<file path="src/sac_pkg.sv">
// Shared constants and types for the SAR converter control block.
// Assumes a single 40 MHz clock that also serves as the converter oscillator.
package sac_pkg;

   // ==========================================================================
   // Conversion timing
   // ==========================================================================
   // Oscillator divide ratio for the conversion clock
   localparam int OSC_DIV = 12;
   // Typical conversion time in ns at the reference oscillator rate
   localparam int CONV_TIME_NS = 70000;
   // Reference oscillator rate in kHz at which that time holds
   localparam int REF_OSC_KHZ = 8000;
   // Whole conversion-clock ticks per conversion, rounded down (46)
   localparam int CONV_TICKS_INT = (CONV_TIME_NS * REF_OSC_KHZ) / (OSC_DIV * 1000000);
   localparam int RES_BITS = 8;
   localparam logic [3:0] DIV_LAST = 4'(OSC_DIV - 1);
   localparam logic [5:0] CONV_TICKS = 6'(CONV_TICKS_INT);
   // Ticks spent on each approximation step (5)
   localparam logic [2:0] TICKS_PER_BIT = 3'(CONV_TICKS_INT / RES_BITS);
   localparam logic [7:0] TRIAL_MSB = 8'h80;

   // ==========================================================================
   // Register map: indices, byte address is four times the index
   // ==========================================================================
   localparam logic [7:0] IDX_RESULT = 8'hD0;
   localparam logic [7:0] IDX_CONTROL = 8'hD1;
   localparam logic [7:0] IDX_EVT_STATUS = 8'hD2;
   localparam logic [7:0] IDX_EVT_MASK = 8'hD3;
   localparam int ADDR_W = 12;

   // Control register bit positions and reset value
   localparam int BIT_IRQ_EN = 7;
   localparam int BIT_DONE = 6;
   localparam int BIT_START = 5;
   localparam int BIT_POWER = 4;
   localparam logic [7:0] CTRL_RESET = 8'h40;

   // Event status bits: conversion complete, conversion abandoned by restart
   localparam int EVT_W = 2;
   localparam int EVT_DONE = 0;
   localparam int EVT_RESTART = 1;
   localparam logic [1:0] EVT_MASK_RESET = 2'h1;

   // AXI responses
   localparam logic [1:0] RESP_OKAY = 2'h0;
   localparam logic [1:0] RESP_SLVERR = 2'h2;

   typedef enum {
      SAC_SEL_RESULT,
      SAC_SEL_CONTROL,
      SAC_SEL_STATUS,
      SAC_SEL_MASK,
      SAC_SEL_NONE
   } sac_sel_t;

   // Request from the register side to the approximation engine
   typedef struct packed {
      logic start;
      logic abort;
      logic comp_hi;
   } sac_eng_req_t;

   // Answer from the approximation engine
   typedef struct packed {
      logic busy;
      logic done;
      logic [7:0] result;
      logic [7:0] trial;
   } sac_eng_rsp_t;

   // Byte address of a register index
   function automatic logic [ADDR_W-1:0] sac_byte_addr(input logic [7:0] idx);
      sac_byte_addr = {2'h0, idx, 2'h0};
   endfunction

   // Decode a bus address into a register select
   function automatic sac_sel_t sac_decode(input logic [ADDR_W-1:0] addr);
      if (addr == sac_byte_addr(IDX_RESULT)) begin
         sac_decode = SAC_SEL_RESULT;
      end else if (addr == sac_byte_addr(IDX_CONTROL)) begin
         sac_decode = SAC_SEL_CONTROL;
      end else if (addr == sac_byte_addr(IDX_EVT_STATUS)) begin
         sac_decode = SAC_SEL_STATUS;
      end else if (addr == sac_byte_addr(IDX_EVT_MASK)) begin
         sac_decode = SAC_SEL_MASK;
      end else begin
         sac_decode = SAC_SEL_NONE;
      end
   endfunction

endpackage

</file>
<file path="src/sac_sar_engine.sv">
// Successive-approximation sequencer with its own divide-by-twelve tick.
// Assumes start and abort are single-clock pulses/levels from the register side.
`timescale 1ns/1ps
module sac_sar_engine
   import sac_pkg::*;
(
   input wire logic i_clk,
   input wire logic i_srst,
   input wire sac_eng_req_t i_req,
   output sac_eng_rsp_t o_rsp
);

   typedef enum {ENG_IDLE, ENG_CONV} sac_eng_state_t;

   typedef struct packed {
      sac_eng_state_t state;
      logic [3:0] div;
      logic [5:0] tick;
      logic [2:0] step;
      logic [2:0] bitn;
      logic resolving;
      logic [7:0] trial;
      logic [7:0] result;
      logic done;
   } sac_eng_st_t;

   localparam sac_eng_st_t ENG_RST = '{state: ENG_IDLE, div: '0, tick: '0, step: '0, bitn: '0,
                                       resolving: 1'b0, trial: '0, result: '0, done: 1'b0};

   sac_eng_st_t q;
   sac_eng_st_t d;

   // ==========================================================================
   // Next state
   // ==========================================================================
   always_comb begin
      d = q;
      d.done = 1'b0;
      if (i_req.abort) begin
         // Power off stops everything, trial code parked at zero
         d = ENG_RST;
         d.result = q.result;
      end else if (i_req.start) begin
         // A new start wins unless abort is set, even mid-conversion
         d.state = ENG_CONV;
         d.div = '0;
         d.tick = '0;
         d.step = '0;
         d.bitn = 3'(RES_BITS - 1);
         d.resolving = 1'b1;
         d.trial = TRIAL_MSB;
      end else begin
         case (q.state)
            ENG_CONV: begin
               // Conversion clock is the oscillator divided by twelve
               if (q.div == DIV_LAST) begin
                  d.div = '0;
                  d.tick = q.tick + 6'h1;
                  if (q.resolving) begin
                     if (q.step == TICKS_PER_BIT - 3'h1) begin
                        // Step done: keep or drop the trial bit
                        d.step = '0;
                        if (!i_req.comp_hi) begin
                           d.trial[q.bitn] = 1'b0;
                        end
                        if (q.bitn == 3'h0) begin
                           d.resolving = 1'b0;
                        end else begin
                           d.bitn = q.bitn - 3'h1;
                           d.trial[q.bitn - 3'h1] = 1'b1;
                        end
                     end else begin
                        d.step = q.step + 3'h1;
                     end
                  end
                  // Fixed length, then exactly one done pulse and stop
                  if (q.tick == CONV_TICKS - 6'h1) begin
                     d.state = ENG_IDLE;
                     d.result = q.trial;
                     d.done = 1'b1;
                  end
               end else begin
                  d.div = q.div + 4'h1;
               end
            end
            default: begin
               d.state = ENG_IDLE;
            end
         endcase
      end
   end

   // State register
   always_ff @(posedge i_clk) begin
      if (i_srst) begin
         q <= ENG_RST;
      end else begin
         q <= d;
      end
   end

   // Answer fields are register outputs, except busy, which is decoded from the state register
   assign o_rsp.busy = (q.state == ENG_CONV);
   assign o_rsp.done = q.done;
   assign o_rsp.result = q.result;
   assign o_rsp.trial = q.trial;

endmodule // sac_sar_engine

</file>
<file path="src/sac_top.sv">
// Register side of the SAR converter control: AXI4-Lite slave, control and
// result registers, event status with mask and one level interrupt.
// Assumes an external comparator and DAC: the DAC shows o_dac_code and the
// comparator answers on i_comp_hi, which arrives asynchronously.
//
// How it works
// - Conversions run on the oscillator divided by twelve and resolve an 8-bit result by successive approximation.
// - A conversion lasts a fixed 46 conversion ticks, about seventy microseconds with an eight megahertz oscillator.
// - Writing one to the start bit, with the power bit one in the same write, begins a conversion and clears the done flag at once.
// - Completing a conversion sets the done flag and the result register holds the new value.
// - One start gives exactly one conversion, and nothing runs again until start is written anew.
// - A start written during a conversion abandons it and begins a fresh one.
// - The start bit is write-only and always reads as zero.
// - A set, unmasked completion event in the event status register raises the converter interrupt request.
// - The interrupt request is masked while the interrupt enable bit is clear.
// - Power bit zero switches the converter off, one powers it and allows conversion.
// - The comparator stays powered in wait mode unless software cleared the power bit.
// - Reset aborts any conversion, loads the control register with 40h and leaves interrupts disabled.
// - The 8-bit result is read from a read-only register at index 0D0h.
// - The control register at index 0D1h holds enable, done, start and power in bits 7 to 4, low bits unused.
`timescale 1ns/1ps
module sac_top
   import sac_pkg::*;
(
   input wire logic i_clk,
   input wire logic i_srst,
   input wire logic [ADDR_W-1:0] i_s_axi_awaddr,
   input wire logic i_s_axi_awvalid,
   output logic o_s_axi_awready,
   input wire logic [31:0] i_s_axi_wdata,
   input wire logic [3:0] i_s_axi_wstrb,
   input wire logic i_s_axi_wvalid,
   output logic o_s_axi_wready,
   output logic [1:0] o_s_axi_bresp,
   output logic o_s_axi_bvalid,
   input wire logic i_s_axi_bready,
   input wire logic [ADDR_W-1:0] i_s_axi_araddr,
   input wire logic i_s_axi_arvalid,
   output logic o_s_axi_arready,
   output logic [31:0] o_s_axi_rdata,
   output logic [1:0] o_s_axi_rresp,
   output logic o_s_axi_rvalid,
   input wire logic i_s_axi_rready,
   input wire logic i_comp_hi,
   output logic [7:0] o_dac_code,
   output logic o_conv_power,
   output logic o_irq
);

   // ==========================================================================
   // State
   // ==========================================================================
   typedef struct packed {
      logic awrdy;
      logic awhave;
      logic [ADDR_W-1:0] awaddr;
      logic wrdy;
      logic whave;
      logic [7:0] wdata;
      logic wlane;
      logic bvalid;
      logic [1:0] bresp;
      logic arrdy;
      logic rvalid;
      logic [31:0] rdata;
      logic [1:0] rresp;
      logic irq_enable;
      logic done;
      logic power_on;
      logic start_pulse;
      logic [EVT_W-1:0] evt_sts;
      logic [EVT_W-1:0] evt_msk;
      logic irq;
      logic comp_meta;
      logic comp_sync;
   } sac_main_st_t;

   // Reset image: control byte 40h means done set, enable, start and power clear
   localparam sac_main_st_t MAIN_RST = '{
      awrdy: 1'b1, awhave: 1'b0, awaddr: '0, wrdy: 1'b1, whave: 1'b0, wdata: '0, wlane: 1'b0,
      bvalid: 1'b0, bresp: RESP_OKAY, arrdy: 1'b1, rvalid: 1'b0, rdata: '0, rresp: RESP_OKAY,
      irq_enable: CTRL_RESET[BIT_IRQ_EN], done: CTRL_RESET[BIT_DONE], power_on: CTRL_RESET[BIT_POWER],
      start_pulse: 1'b0, evt_sts: '0, evt_msk: EVT_MASK_RESET, irq: 1'b0,
      comp_meta: 1'b0, comp_sync: 1'b0};

   sac_main_st_t q;
   sac_main_st_t d;
   sac_eng_req_t eng_req;
   sac_eng_rsp_t eng_rsp;

   // ==========================================================================
   // Approximation engine
   // ==========================================================================
   // Engine sees only the synchronised comparator level
   assign eng_req.start = q.start_pulse;
   assign eng_req.abort = ~q.power_on;
   assign eng_req.comp_hi = q.comp_sync;

   sac_sar_engine u_engine (
      .i_clk(i_clk),
      .i_srst(i_srst),
      .i_req(eng_req),
      .o_rsp(eng_rsp)
   );

   // ==========================================================================
   // Read data assembly
   // ==========================================================================
   // Control byte as software sees it; start always reads zero
   function automatic logic [7:0] ctrl_image(input sac_main_st_t s);
      logic [7:0] v;
      v = '0;
      v[BIT_IRQ_EN] = s.irq_enable;
      v[BIT_DONE] = s.done;
      v[BIT_START] = 1'b0;
      v[BIT_POWER] = s.power_on;
      ctrl_image = v;
   endfunction

   // ==========================================================================
   // Next state
   // ==========================================================================
   always_comb begin
      logic start_wr;
      logic [7:0] wbyte;
      sac_sel_t wsel;
      sac_sel_t rsel;
      start_wr = 1'b0;
      wbyte = '0;
      wsel = SAC_SEL_NONE;
      rsel = SAC_SEL_NONE;
      d = q;
      d.start_pulse = 1'b0;

      // Two flops on the asynchronous comparator answer
      d.comp_meta = i_comp_hi;
      d.comp_sync = q.comp_meta;

      // Write response retires when the master takes it
      if (q.bvalid && i_s_axi_bready) begin
         d.bvalid = 1'b0;
      end

      // Address and data are captured independently, in either order
      if (i_s_axi_awvalid && q.awrdy) begin
         d.awhave = 1'b1;
         d.awaddr = i_s_axi_awaddr;
      end
      if (i_s_axi_wvalid && q.wrdy) begin
         d.whave = 1'b1;
         d.wdata = i_s_axi_wdata[7:0];
         d.wlane = i_s_axi_wstrb[0];
      end

      // Perform the write once both halves are held
      if (d.awhave && d.whave && !d.bvalid) begin
         d.awhave = 1'b0;
         d.whave = 1'b0;
         d.bvalid = 1'b1;
         d.bresp = RESP_OKAY;
         wsel = sac_decode(d.awaddr);
         wbyte = d.wdata;
         if (wsel == SAC_SEL_NONE) begin
            d.bresp = RESP_SLVERR;
         end else if (d.wlane) begin
            case (wsel)
               SAC_SEL_CONTROL: begin
                  d.irq_enable = wbyte[BIT_IRQ_EN];
                  d.power_on = wbyte[BIT_POWER];
                  // Start only takes effect with the converter powered
                  start_wr = wbyte[BIT_START] & wbyte[BIT_POWER];
               end
               SAC_SEL_STATUS: begin
                  d.evt_sts = q.evt_sts & ~wbyte[EVT_W-1:0];
               end
               SAC_SEL_MASK: begin
                  d.evt_msk = wbyte[EVT_W-1:0];
               end
               default: begin
                  // Result register is read-only, writes are dropped
                  d.evt_msk = q.evt_msk;
               end
            endcase
         end
      end

      // Start clears done immediately and kicks the engine next cycle
      if (start_wr) begin
         d.start_pulse = 1'b1;
         d.done = 1'b0;
         if (eng_rsp.busy) begin
            d.evt_sts[EVT_RESTART] = 1'b1;
         end
      end else if (eng_rsp.done && !q.start_pulse) begin
         // Completion flags the result as valid
         d.done = 1'b1;
      end

      // Completion event is sticky; a set beats a same-cycle clear
      if (eng_rsp.done && !q.start_pulse) begin
         d.evt_sts[EVT_DONE] = 1'b1;
      end

      // Interrupt follows the unmasked done and restart events, gated by the enable bit
      d.irq = d.irq_enable & (|(d.evt_sts & d.evt_msk));

      // Read channel: one outstanding read, answered one cycle after acceptance
      if (q.rvalid && i_s_axi_rready) begin
         d.rvalid = 1'b0;
      end
      if (i_s_axi_arvalid && q.arrdy) begin
         rsel = sac_decode(i_s_axi_araddr);
         d.rvalid = 1'b1;
         d.rresp = RESP_OKAY;
         d.rdata = '0;
         case (rsel)
            SAC_SEL_RESULT: begin
               d.rdata[7:0] = eng_rsp.result;
            end
            SAC_SEL_CONTROL: begin
               d.rdata[7:0] = ctrl_image(q);
            end
            SAC_SEL_STATUS: begin
               d.rdata[EVT_W-1:0] = q.evt_sts;
            end
            SAC_SEL_MASK: begin
               d.rdata[EVT_W-1:0] = q.evt_msk;
            end
            default: begin
               d.rresp = RESP_SLVERR;
            end
         endcase
      end

      // Ready flags registered so every bus output leaves a flop
      d.awrdy = ~d.awhave & ~d.bvalid;
      d.wrdy = ~d.whave & ~d.bvalid;
      d.arrdy = ~d.rvalid;
   end

   // ==========================================================================
   // State register
   // ==========================================================================
   // Synchronous reset aborts any conversion and loads control 40h
   always_ff @(posedge i_clk) begin
      if (i_srst) begin
         q <= MAIN_RST;
      end else begin
         q <= d;
      end
   end

   // ==========================================================================
   // Outputs
   // ==========================================================================
   assign o_s_axi_awready = q.awrdy;
   assign o_s_axi_wready = q.wrdy;
   assign o_s_axi_bresp = q.bresp;
   assign o_s_axi_bvalid = q.bvalid;
   assign o_s_axi_arready = q.arrdy;
   assign o_s_axi_rdata = q.rdata;
   assign o_s_axi_rresp = q.rresp;
   assign o_s_axi_rvalid = q.rvalid;
   // Comparator power follows the power bit only; wait mode does not drop it
   assign o_conv_power = q.power_on;
   assign o_dac_code = eng_rsp.trial;
   assign o_irq = q.irq;

endmodule // sac_top

</file>
<file path="config.mk">
export PLATFORM = sky130hd
export DESIGN_NAME = sac_top
export DESIGN_NICKNAME = d
export VERILOG_FILES = /design/src/sac_pkg.sv /design/src/sac_sar_engine.sv /design/src/sac_top.sv
export SDC_FILE = /design/constraint.sdc
export NUM_CORES = 1
export LEC_CHECK = 0
export ABC_AREA = 0
export BUFFER_PORTS_ARGS = -buffer_cell sky130_fd_sc_hd__buf_2
export CORE_ASPECT_RATIO = 1.4
export CORE_MARGIN = 1.5
export CORE_UTILIZATION = 57
export CTS_BUF_LIST = sky130_fd_sc_hd__clkbuf_2
export CTS_CLUSTER_SIZE = 10
export DETAILED_ROUTE_END_ITERATION = 6
export GPL_ROUTABILITY_DRIVEN = 1
export PLACE_DENSITY = 0.88
export SKIP_CTS_REPAIR_TIMING = 1
export SLEW_MARGIN = 20
export SYNTH_ARGS = -nofsm -noshare
export SYNTH_HDL_FRONTEND = slang
export SYNTH_SLANG_ARGS = --single-unit
</file>
<file path="constraint.sdc">
create_clock -name i_clk -period 4 [get_ports i_clk]
set_clock_uncertainty 0.15 [all_clocks]
set_input_delay 0.2 -clock i_clk [delete_from_list [all_inputs] [get_ports i_clk]]
set_output_delay 0.2 -clock i_clk [all_outputs]
set_load 0.005 [all_outputs]
</file>
# [After elaboration in Yosys (flattened, before gate mapping)]
# Index checks and enable logic that the tools add are counted.
[word_totals] inputBits=68 out_inout_bits=51 reg_bits=86 elab_cells=179
[op_classes] eq_ne=21 bitwise=19 mux=65 order_cmp=4 reduce_logical=33 addsub=4
[ops] cell="$eq 32x2->1 const B" count=4
[ops] cell="$eq 12x10->1 const B" count=8
[ops] cell="$eq 32x1->1 const B" count=2
[ops] cell="$mux 32" count=2
[ops] cell="$mux 8" count=8
[ops] cell="$mux 35" count=1
[ops] cell="$mux 34" count=1
[ops] cell="$mux 3" count=11
[ops] cell="$eq 32x4->1 const B" count=1
[ops] cell="$logic_not 32->1" count=1
[ops] cell="$mux 30" count=1
[ops] cell="$mux 26" count=1
[ops] cell="$mux 1" count=22
[ops] cell="$mux 4" count=4
[ops] cell="$mux 15" count=1
[ops] cell="$mux 13" count=1
[ops] cell="$mux 12" count=1
[ops] cell="$pmux 6 s2" count=1
[ops] cell="$reduce_and 4->1" count=3
[ops] cell="$logic_and 1x1->1" count=10
[ops] cell="$mux 10" count=1
[ops] cell="$mux 2" count=5
[ops] cell="$reduce_and 5->1" count=2
[ops] cell="$reduce_bool 2->1" count=5
[ops] cell="other kinds (29)" count=49

# [Depth between registers and ports, before layout]
[logic_depth] depth_word=20 ltp_mapped=8 ltp_nobuf=8

# [By module]
# From an unflattened synthesis, not the netlist that was laid out.
[hier_totals] hier_cells=441 area_unflattened_um2=3998.8
[modules_own_cells] mod="sac_top" cells_each=244 n_inst=1 area_each_um2=2259.7
[modules_own_cells] mod="sac_sar_engine" cells_each=197 n_inst=1 area_each_um2=1739.2

# [Worst setup path after synthesis]
# No wires, ideal clock.
[synth_path] kind="register to register" start="register q[71] (netlist bit)" end="register q (netlist bit o_irq)" path_buffers=0 t_required_ps=3792 setup_time_ps=58 slack_ps=2044 stages_incl_launch_ff=7 arrival_time_ps=1748 path_cell_list="dfxtp_1 > nor4b_2 > nand4_1 > a2111oi_4 > mux2_4 > a21oi_1 > o21a_1"
[synth_via] elab_chain_cells=17 word_cells_on_any_way=33 cone_classes="eq/ne (8); mux (22); bitwise (2); reduce/logical (1)"
[synth_lines] item="start, declared" line="sac_top.sv:86" rtl="sac_main_st_t q;"
[synth_lines] item="start signal, assigned" line="sac_top.sv:247" rtl="q <= MAIN_RST;"
[synth_lines] item="start signal, assigned" line="sac_top.sv:249" rtl="q <= d;"
[synth_lines] item="$mux 13 *" line="sac_top.sv:145" rtl="if (i_s_axi_awvalid && q.awrdy) begin"
[synth_lines] item="$eq 12x10->1" line="sac_pkg.sv:85" rtl="end else if (addr == sac_byte_addr(IDX_EVT_MASK)) begin"
[synth_lines] item="$mux 3" line="sac_pkg.sv:85"
[synth_lines] item="$mux 3" line="sac_pkg.sv:83" rtl="end else if (addr == sac_byte_addr(IDX_EVT_STATUS)) begin"
[synth_lines] item="$mux 3" line="sac_pkg.sv:81" rtl="end else if (addr == sac_byte_addr(IDX_CONTROL)) begin"
[synth_lines] item="$mux 3 *" line="sac_pkg.sv:79" rtl="if (addr == sac_byte_addr(IDX_RESULT)) begin"
[synth_lines] item="$mux 32 *" line="sac_top.sv:156" rtl="if (d.awhave && d.whave && !d.bvalid) begin"
[synth_lines] item="$eq 32x2->1" line="sac_top.sv:166" rtl="case (wsel)"
[synth_lines] item="$mux 2" line="sac_top.sv:166"
[synth_lines] item="$mux 4" line="sac_top.sv:165" rtl="end else if (d.wlane) begin"
[synth_lines] item="$mux 4" line="sac_top.sv:163" rtl="if (wsel == SAC_SEL_NONE) begin"
[synth_lines] item="$mux 4" line="sac_top.sv:156"
[synth_lines] item="$mux 1" line="sac_top.sv:191" rtl="if (eng_rsp.busy) begin"
[synth_lines] item="$mux 2" line="sac_top.sv:188" rtl="if (start_wr) begin"
[synth_lines] item="$and 2x2->2" line="sac_top.sv:205" rtl="d.irq = d.irq_enable & (|(d.evt_sts & d.evt_msk));"
[synth_lines] item="$reduce_or 2->1" line="sac_top.sv:205"
[synth_lines] item="$and 1x1->1 *" line="sac_top.sv:205"
# Mark *: on every way between the ends. The rest lies on a longest branch, timed or not. The select of a mux whose other input is x is not followed.
# A chain may end at the register's enable or synchronous reset.

# [Worst setup path in the final report]
[layout_path] start="register q (netlist bit o_s_axi_awready)" end="register q (netlist bit o_irq)"
[layout_via] elab_chain_cells=18 word_cells_on_any_way=36 cone_classes="eq/ne (8); mux (22); bitwise (2); reduce/logical (4)"
[layout_lines] item="$logic_and 1x1->1 *" line="sac_top.sv:145"
[layout_lines] item="$mux 13 *" line="sac_top.sv:145"
[layout_lines] item="$eq 12x10->1" line="sac_pkg.sv:85"
[layout_lines] item="$mux 3" line="sac_pkg.sv:85"
[layout_lines] item="$mux 3" line="sac_pkg.sv:83"
[layout_lines] item="$mux 3" line="sac_pkg.sv:81"
[layout_lines] item="$mux 3" line="sac_pkg.sv:79"
[layout_lines] item="$mux 32" line="sac_top.sv:156"
[layout_lines] item="[... 2 more ...]"
[layout_lines] item="$mux 4" line="sac_top.sv:165"
[layout_lines] item="$mux 4" line="sac_top.sv:163"
[layout_lines] item="$mux 4" line="sac_top.sv:156"
[layout_lines] item="$mux 1" line="sac_top.sv:191"
[layout_lines] item="$mux 2" line="sac_top.sv:188"
[layout_lines] item="$and 2x2->2" line="sac_top.sv:205"
[layout_lines] item="$reduce_or 2->1" line="sac_top.sv:205"
[layout_lines] item="$and 1x1->1 *" line="sac_top.sv:205"
# Marked as above.

==> results.json <==
{
  "io_buffers": 62,
  "wl_mm": 7.784,
  "min_path_type": "input port to flop",
  "antenna_found_initial": 0,
  "drcViolationCount": 0,
  "ys_async_sr_fraction": 0,
  "timing.fmax_mhz": 396.9,
  "max-slew-margin-rel": 0.5915,
  "syn-instance-count": 428,
  "finalSetupTns_ns": 0,
  "synth_top_area_share": 0.4273,
  "ir_drop_v": 0.0002039,
  "fin_nets": 566,
  "required_ns": 4.32,
  "cp-end-kind": "flop",
  "synth-edff-count": 0,
  "cts_tree": "built",
  "cellPowerDensity_mw_per_mm2": 367.1,
  "critical_path_class": "flop to flop",
  "via_per_inst": 5.475,
  "htree_levels": 3,
  "synth_common_cells": "dfxtp_1, nor2_1, buf_4",
  "synth_top_flop_cell": "dfxtp_1",
  "setup_violations": 0,
  "worst-path-max-fanout": 16,
  "ys_seq_elements": 81,
  "yosysWarnings": 0,
  "synth.avg_cell_area_um2": 8.867,
  "die_w_um": 71.96,
  "drtIter0Drc": 189,
  "outcome": "completed",
  "cts_buffers": 9,
  "root_buffer": "clkbuf_2",
  "start_kind": "flop",
  "hold_violations": 0,
  "ys_types": 54,
  "clockBufferDepth": 2,
  "grt_pass1_wl_mm": 12.23,
  "grt_pass1_vias": 2868,
  "hpwl_mm": 5.376,
  "yosysMostFrequentCell": "dfxtp_1",
  "fin_crit_sh": 0.6299,
  "leakage_nw": 1.787,
  "ant_nets": 0,
  "synth_area_mm2": 0.003795,
  "initial_core_util": 0.5816,
  "cts.sinks": 81,
  "fin_crit_ns": 2.520,
  "yosysSeqAreaShare": 0.4273,
  "n_antenna_cell": 0,
  "worst_slack_ns": 1.480,
  "core_mm2": 0.006525,
  "clk_latency_ns": 0.52,
  "track_usage": 0.2152,
  "clkTransAtPathRegs_ns": 0.22,
  "tightest_slew_ns": 0.6127,
  "grt_max_degree": 50,
  "drtPass1Iterations": 5,
  "overflow": 0,
  "final_core_util": 0.6598,
  "drv_slew": 0,
  "worstPathArrival_ns": 2.84,
  "vias": 3115,
  "drive_gt1_frac": 0.2000,
  "rsz0062_at_grt": "false",
  "synth_top_area_cell": "dfxtp_1",
  "wl_per_cell_um": 13.68,
  "maxCapViolations": 0,
  "place.gp.congestion": 0.8111,
  "rows": 35,
  "die_area_mm2": 0.007163,
  "chipHeight_um": 99.55,
  "pre_cts_ws_ns": 1.594,
  "area_growth_pct": 13.45,
  "ios": 119,
  "ys_top_cells_by_area": "dfxtp_1, buf_4, nor2_1"
}
[placed cells by master, fill, tap and decap left out, types with 2 or more instances in the layout]
cell / count
o31ai_1: 2
nand3_1: 9
o21a_1: 2
or3_1: 2
xnor2_1: 3
conb_1: 26
a21oi_1: 36
and3_1: 3
a2111oi_4: 2
a211oi_1: 3
nor2b_1: 5
dfxtp_1: 81
inv_1: 12
nor4_1: 3
dlygate4sd3_1: 25
nor2_1: 51
ha_1: 7
a222oi_1: 2
mux2i_1: 17
mux2_2: 2
and2_1: 3
o41ai_2: 2
nand2_1: 39
buf_4: 2
o21ai_0: 8
a31oi_1: 3
xor2_1: 7
bufinv_16: 3
nand2b_1: 6
nor3_1: 14
nor3b_1: 3
or2_2: 3
nand4_1: 10
and4bb_2: 2
clkbuf_2: 9
a22oi_1: 5
buf_2: 62
[per-stage QoR]
stage | instance area [µm²] | cells | total power [W] | hold WS (ns)
finish | 4305 | 569 | 0.001581 | 0.02011
global route | 4305 | 569 | 0.001651 | 0.01478
CTS | 4055 | 544 | 0.001568 | -0.2837
detailed placement | 3902 | 529 | 0.001038 | 0.2707
global placement | 3902 | 529 | 0.001031 | 0.2655
floorplan | 3889 | 453 | 0.001007 | 0.1782
[sequential cells by signal, indices dropped and copies added, names as in the netlist]
name / cells
q: 26
u_engine.q: 18
u_engine.o_rsp: 17
o_s_axi_rdata: 8
eng_req: 2
d: 1
o_conv_power: 1
o_irq: 1
o_s_axi_arready: 1
o_s_axi_awready: 1
o_s_axi_bresp: 1
o_s_axi_bvalid: 1
o_s_axi_rresp: 1
o_s_axi_rvalid: 1
o_s_axi_wready: 1
[path summary, 6_finish.rpt]
check / from / endpoint / slack (ns) / cells after the start
worst min register to register: d[0] / eng_req[0] / 0.32 / 1
worst max-delay path: o_s_axi_awready / o_irq / 1.48 / 6
worst max register to register: o_s_axi_awready / o_irq / 1.48 / 6
worst min-delay path: i_s_axi_araddr[2] / o_s_axi_rdata[3] / 0.02 / 4
[where the power goes]
group	switching (W)	leakage (nW)	internal, W
sequential	0.0000191	0.658	0.000841
combinational	0.000107	1.04	0.0000787
clock	0.000271	0.0894	0.000264
total	0.000397	1.79	0.00118
[routing by layer]
| metal | vias up | global-route usage | part of all wire |
|---|---|---|---|
| met5 | - | 0 | 0 |
| met4 | 0 | 0.09289 | 0.023 |
| met3 | 21 | 0.05167 | 0.040 |
| met2 | 105 | 0.3989 | 0.55 |
| met1 | 1469 | 0.2258 | 0.39 |
| li1 | 1520 | - | - |
[worst max-delay path, cell delays in order, from the launching register on]
cell,delay [ns]
dfxtp_1,0.42
and2_1,0.54
nand4_4,0.23
a2111oi_4,0.49
mux2_4,0.35
a21oi_1,0.15
o21a_1,0.13
[area by class of cell]
type	count	area, µm²
repair buffers	89	575.6
clock inverters	6	107.6
flip-flops and latches	81	1622
multi-input cells	298	1818
fillers	509	2220
well taps	74	92.59
clock buffers	9	45.04
inverters	12	45.04
[kinds of logic (layout without fill, tap and decap cells)]
kind of cell    count (synthesis)  count (layout)  share of synthesized area
flops                          81              81                     0.4273
mux                            20              20                    0.05473
xor+xnor                       10              10                    0.02308
other cells                     1              26                  0.0009882
buf+inv                        74             116                     0.1184
compound gates                 69              69                     0.1250
simple gates                  166             166                     0.2275
fa+ha+maj                       7               7                    0.02308
Note: power is estimated with default switching activity, not from simulation.
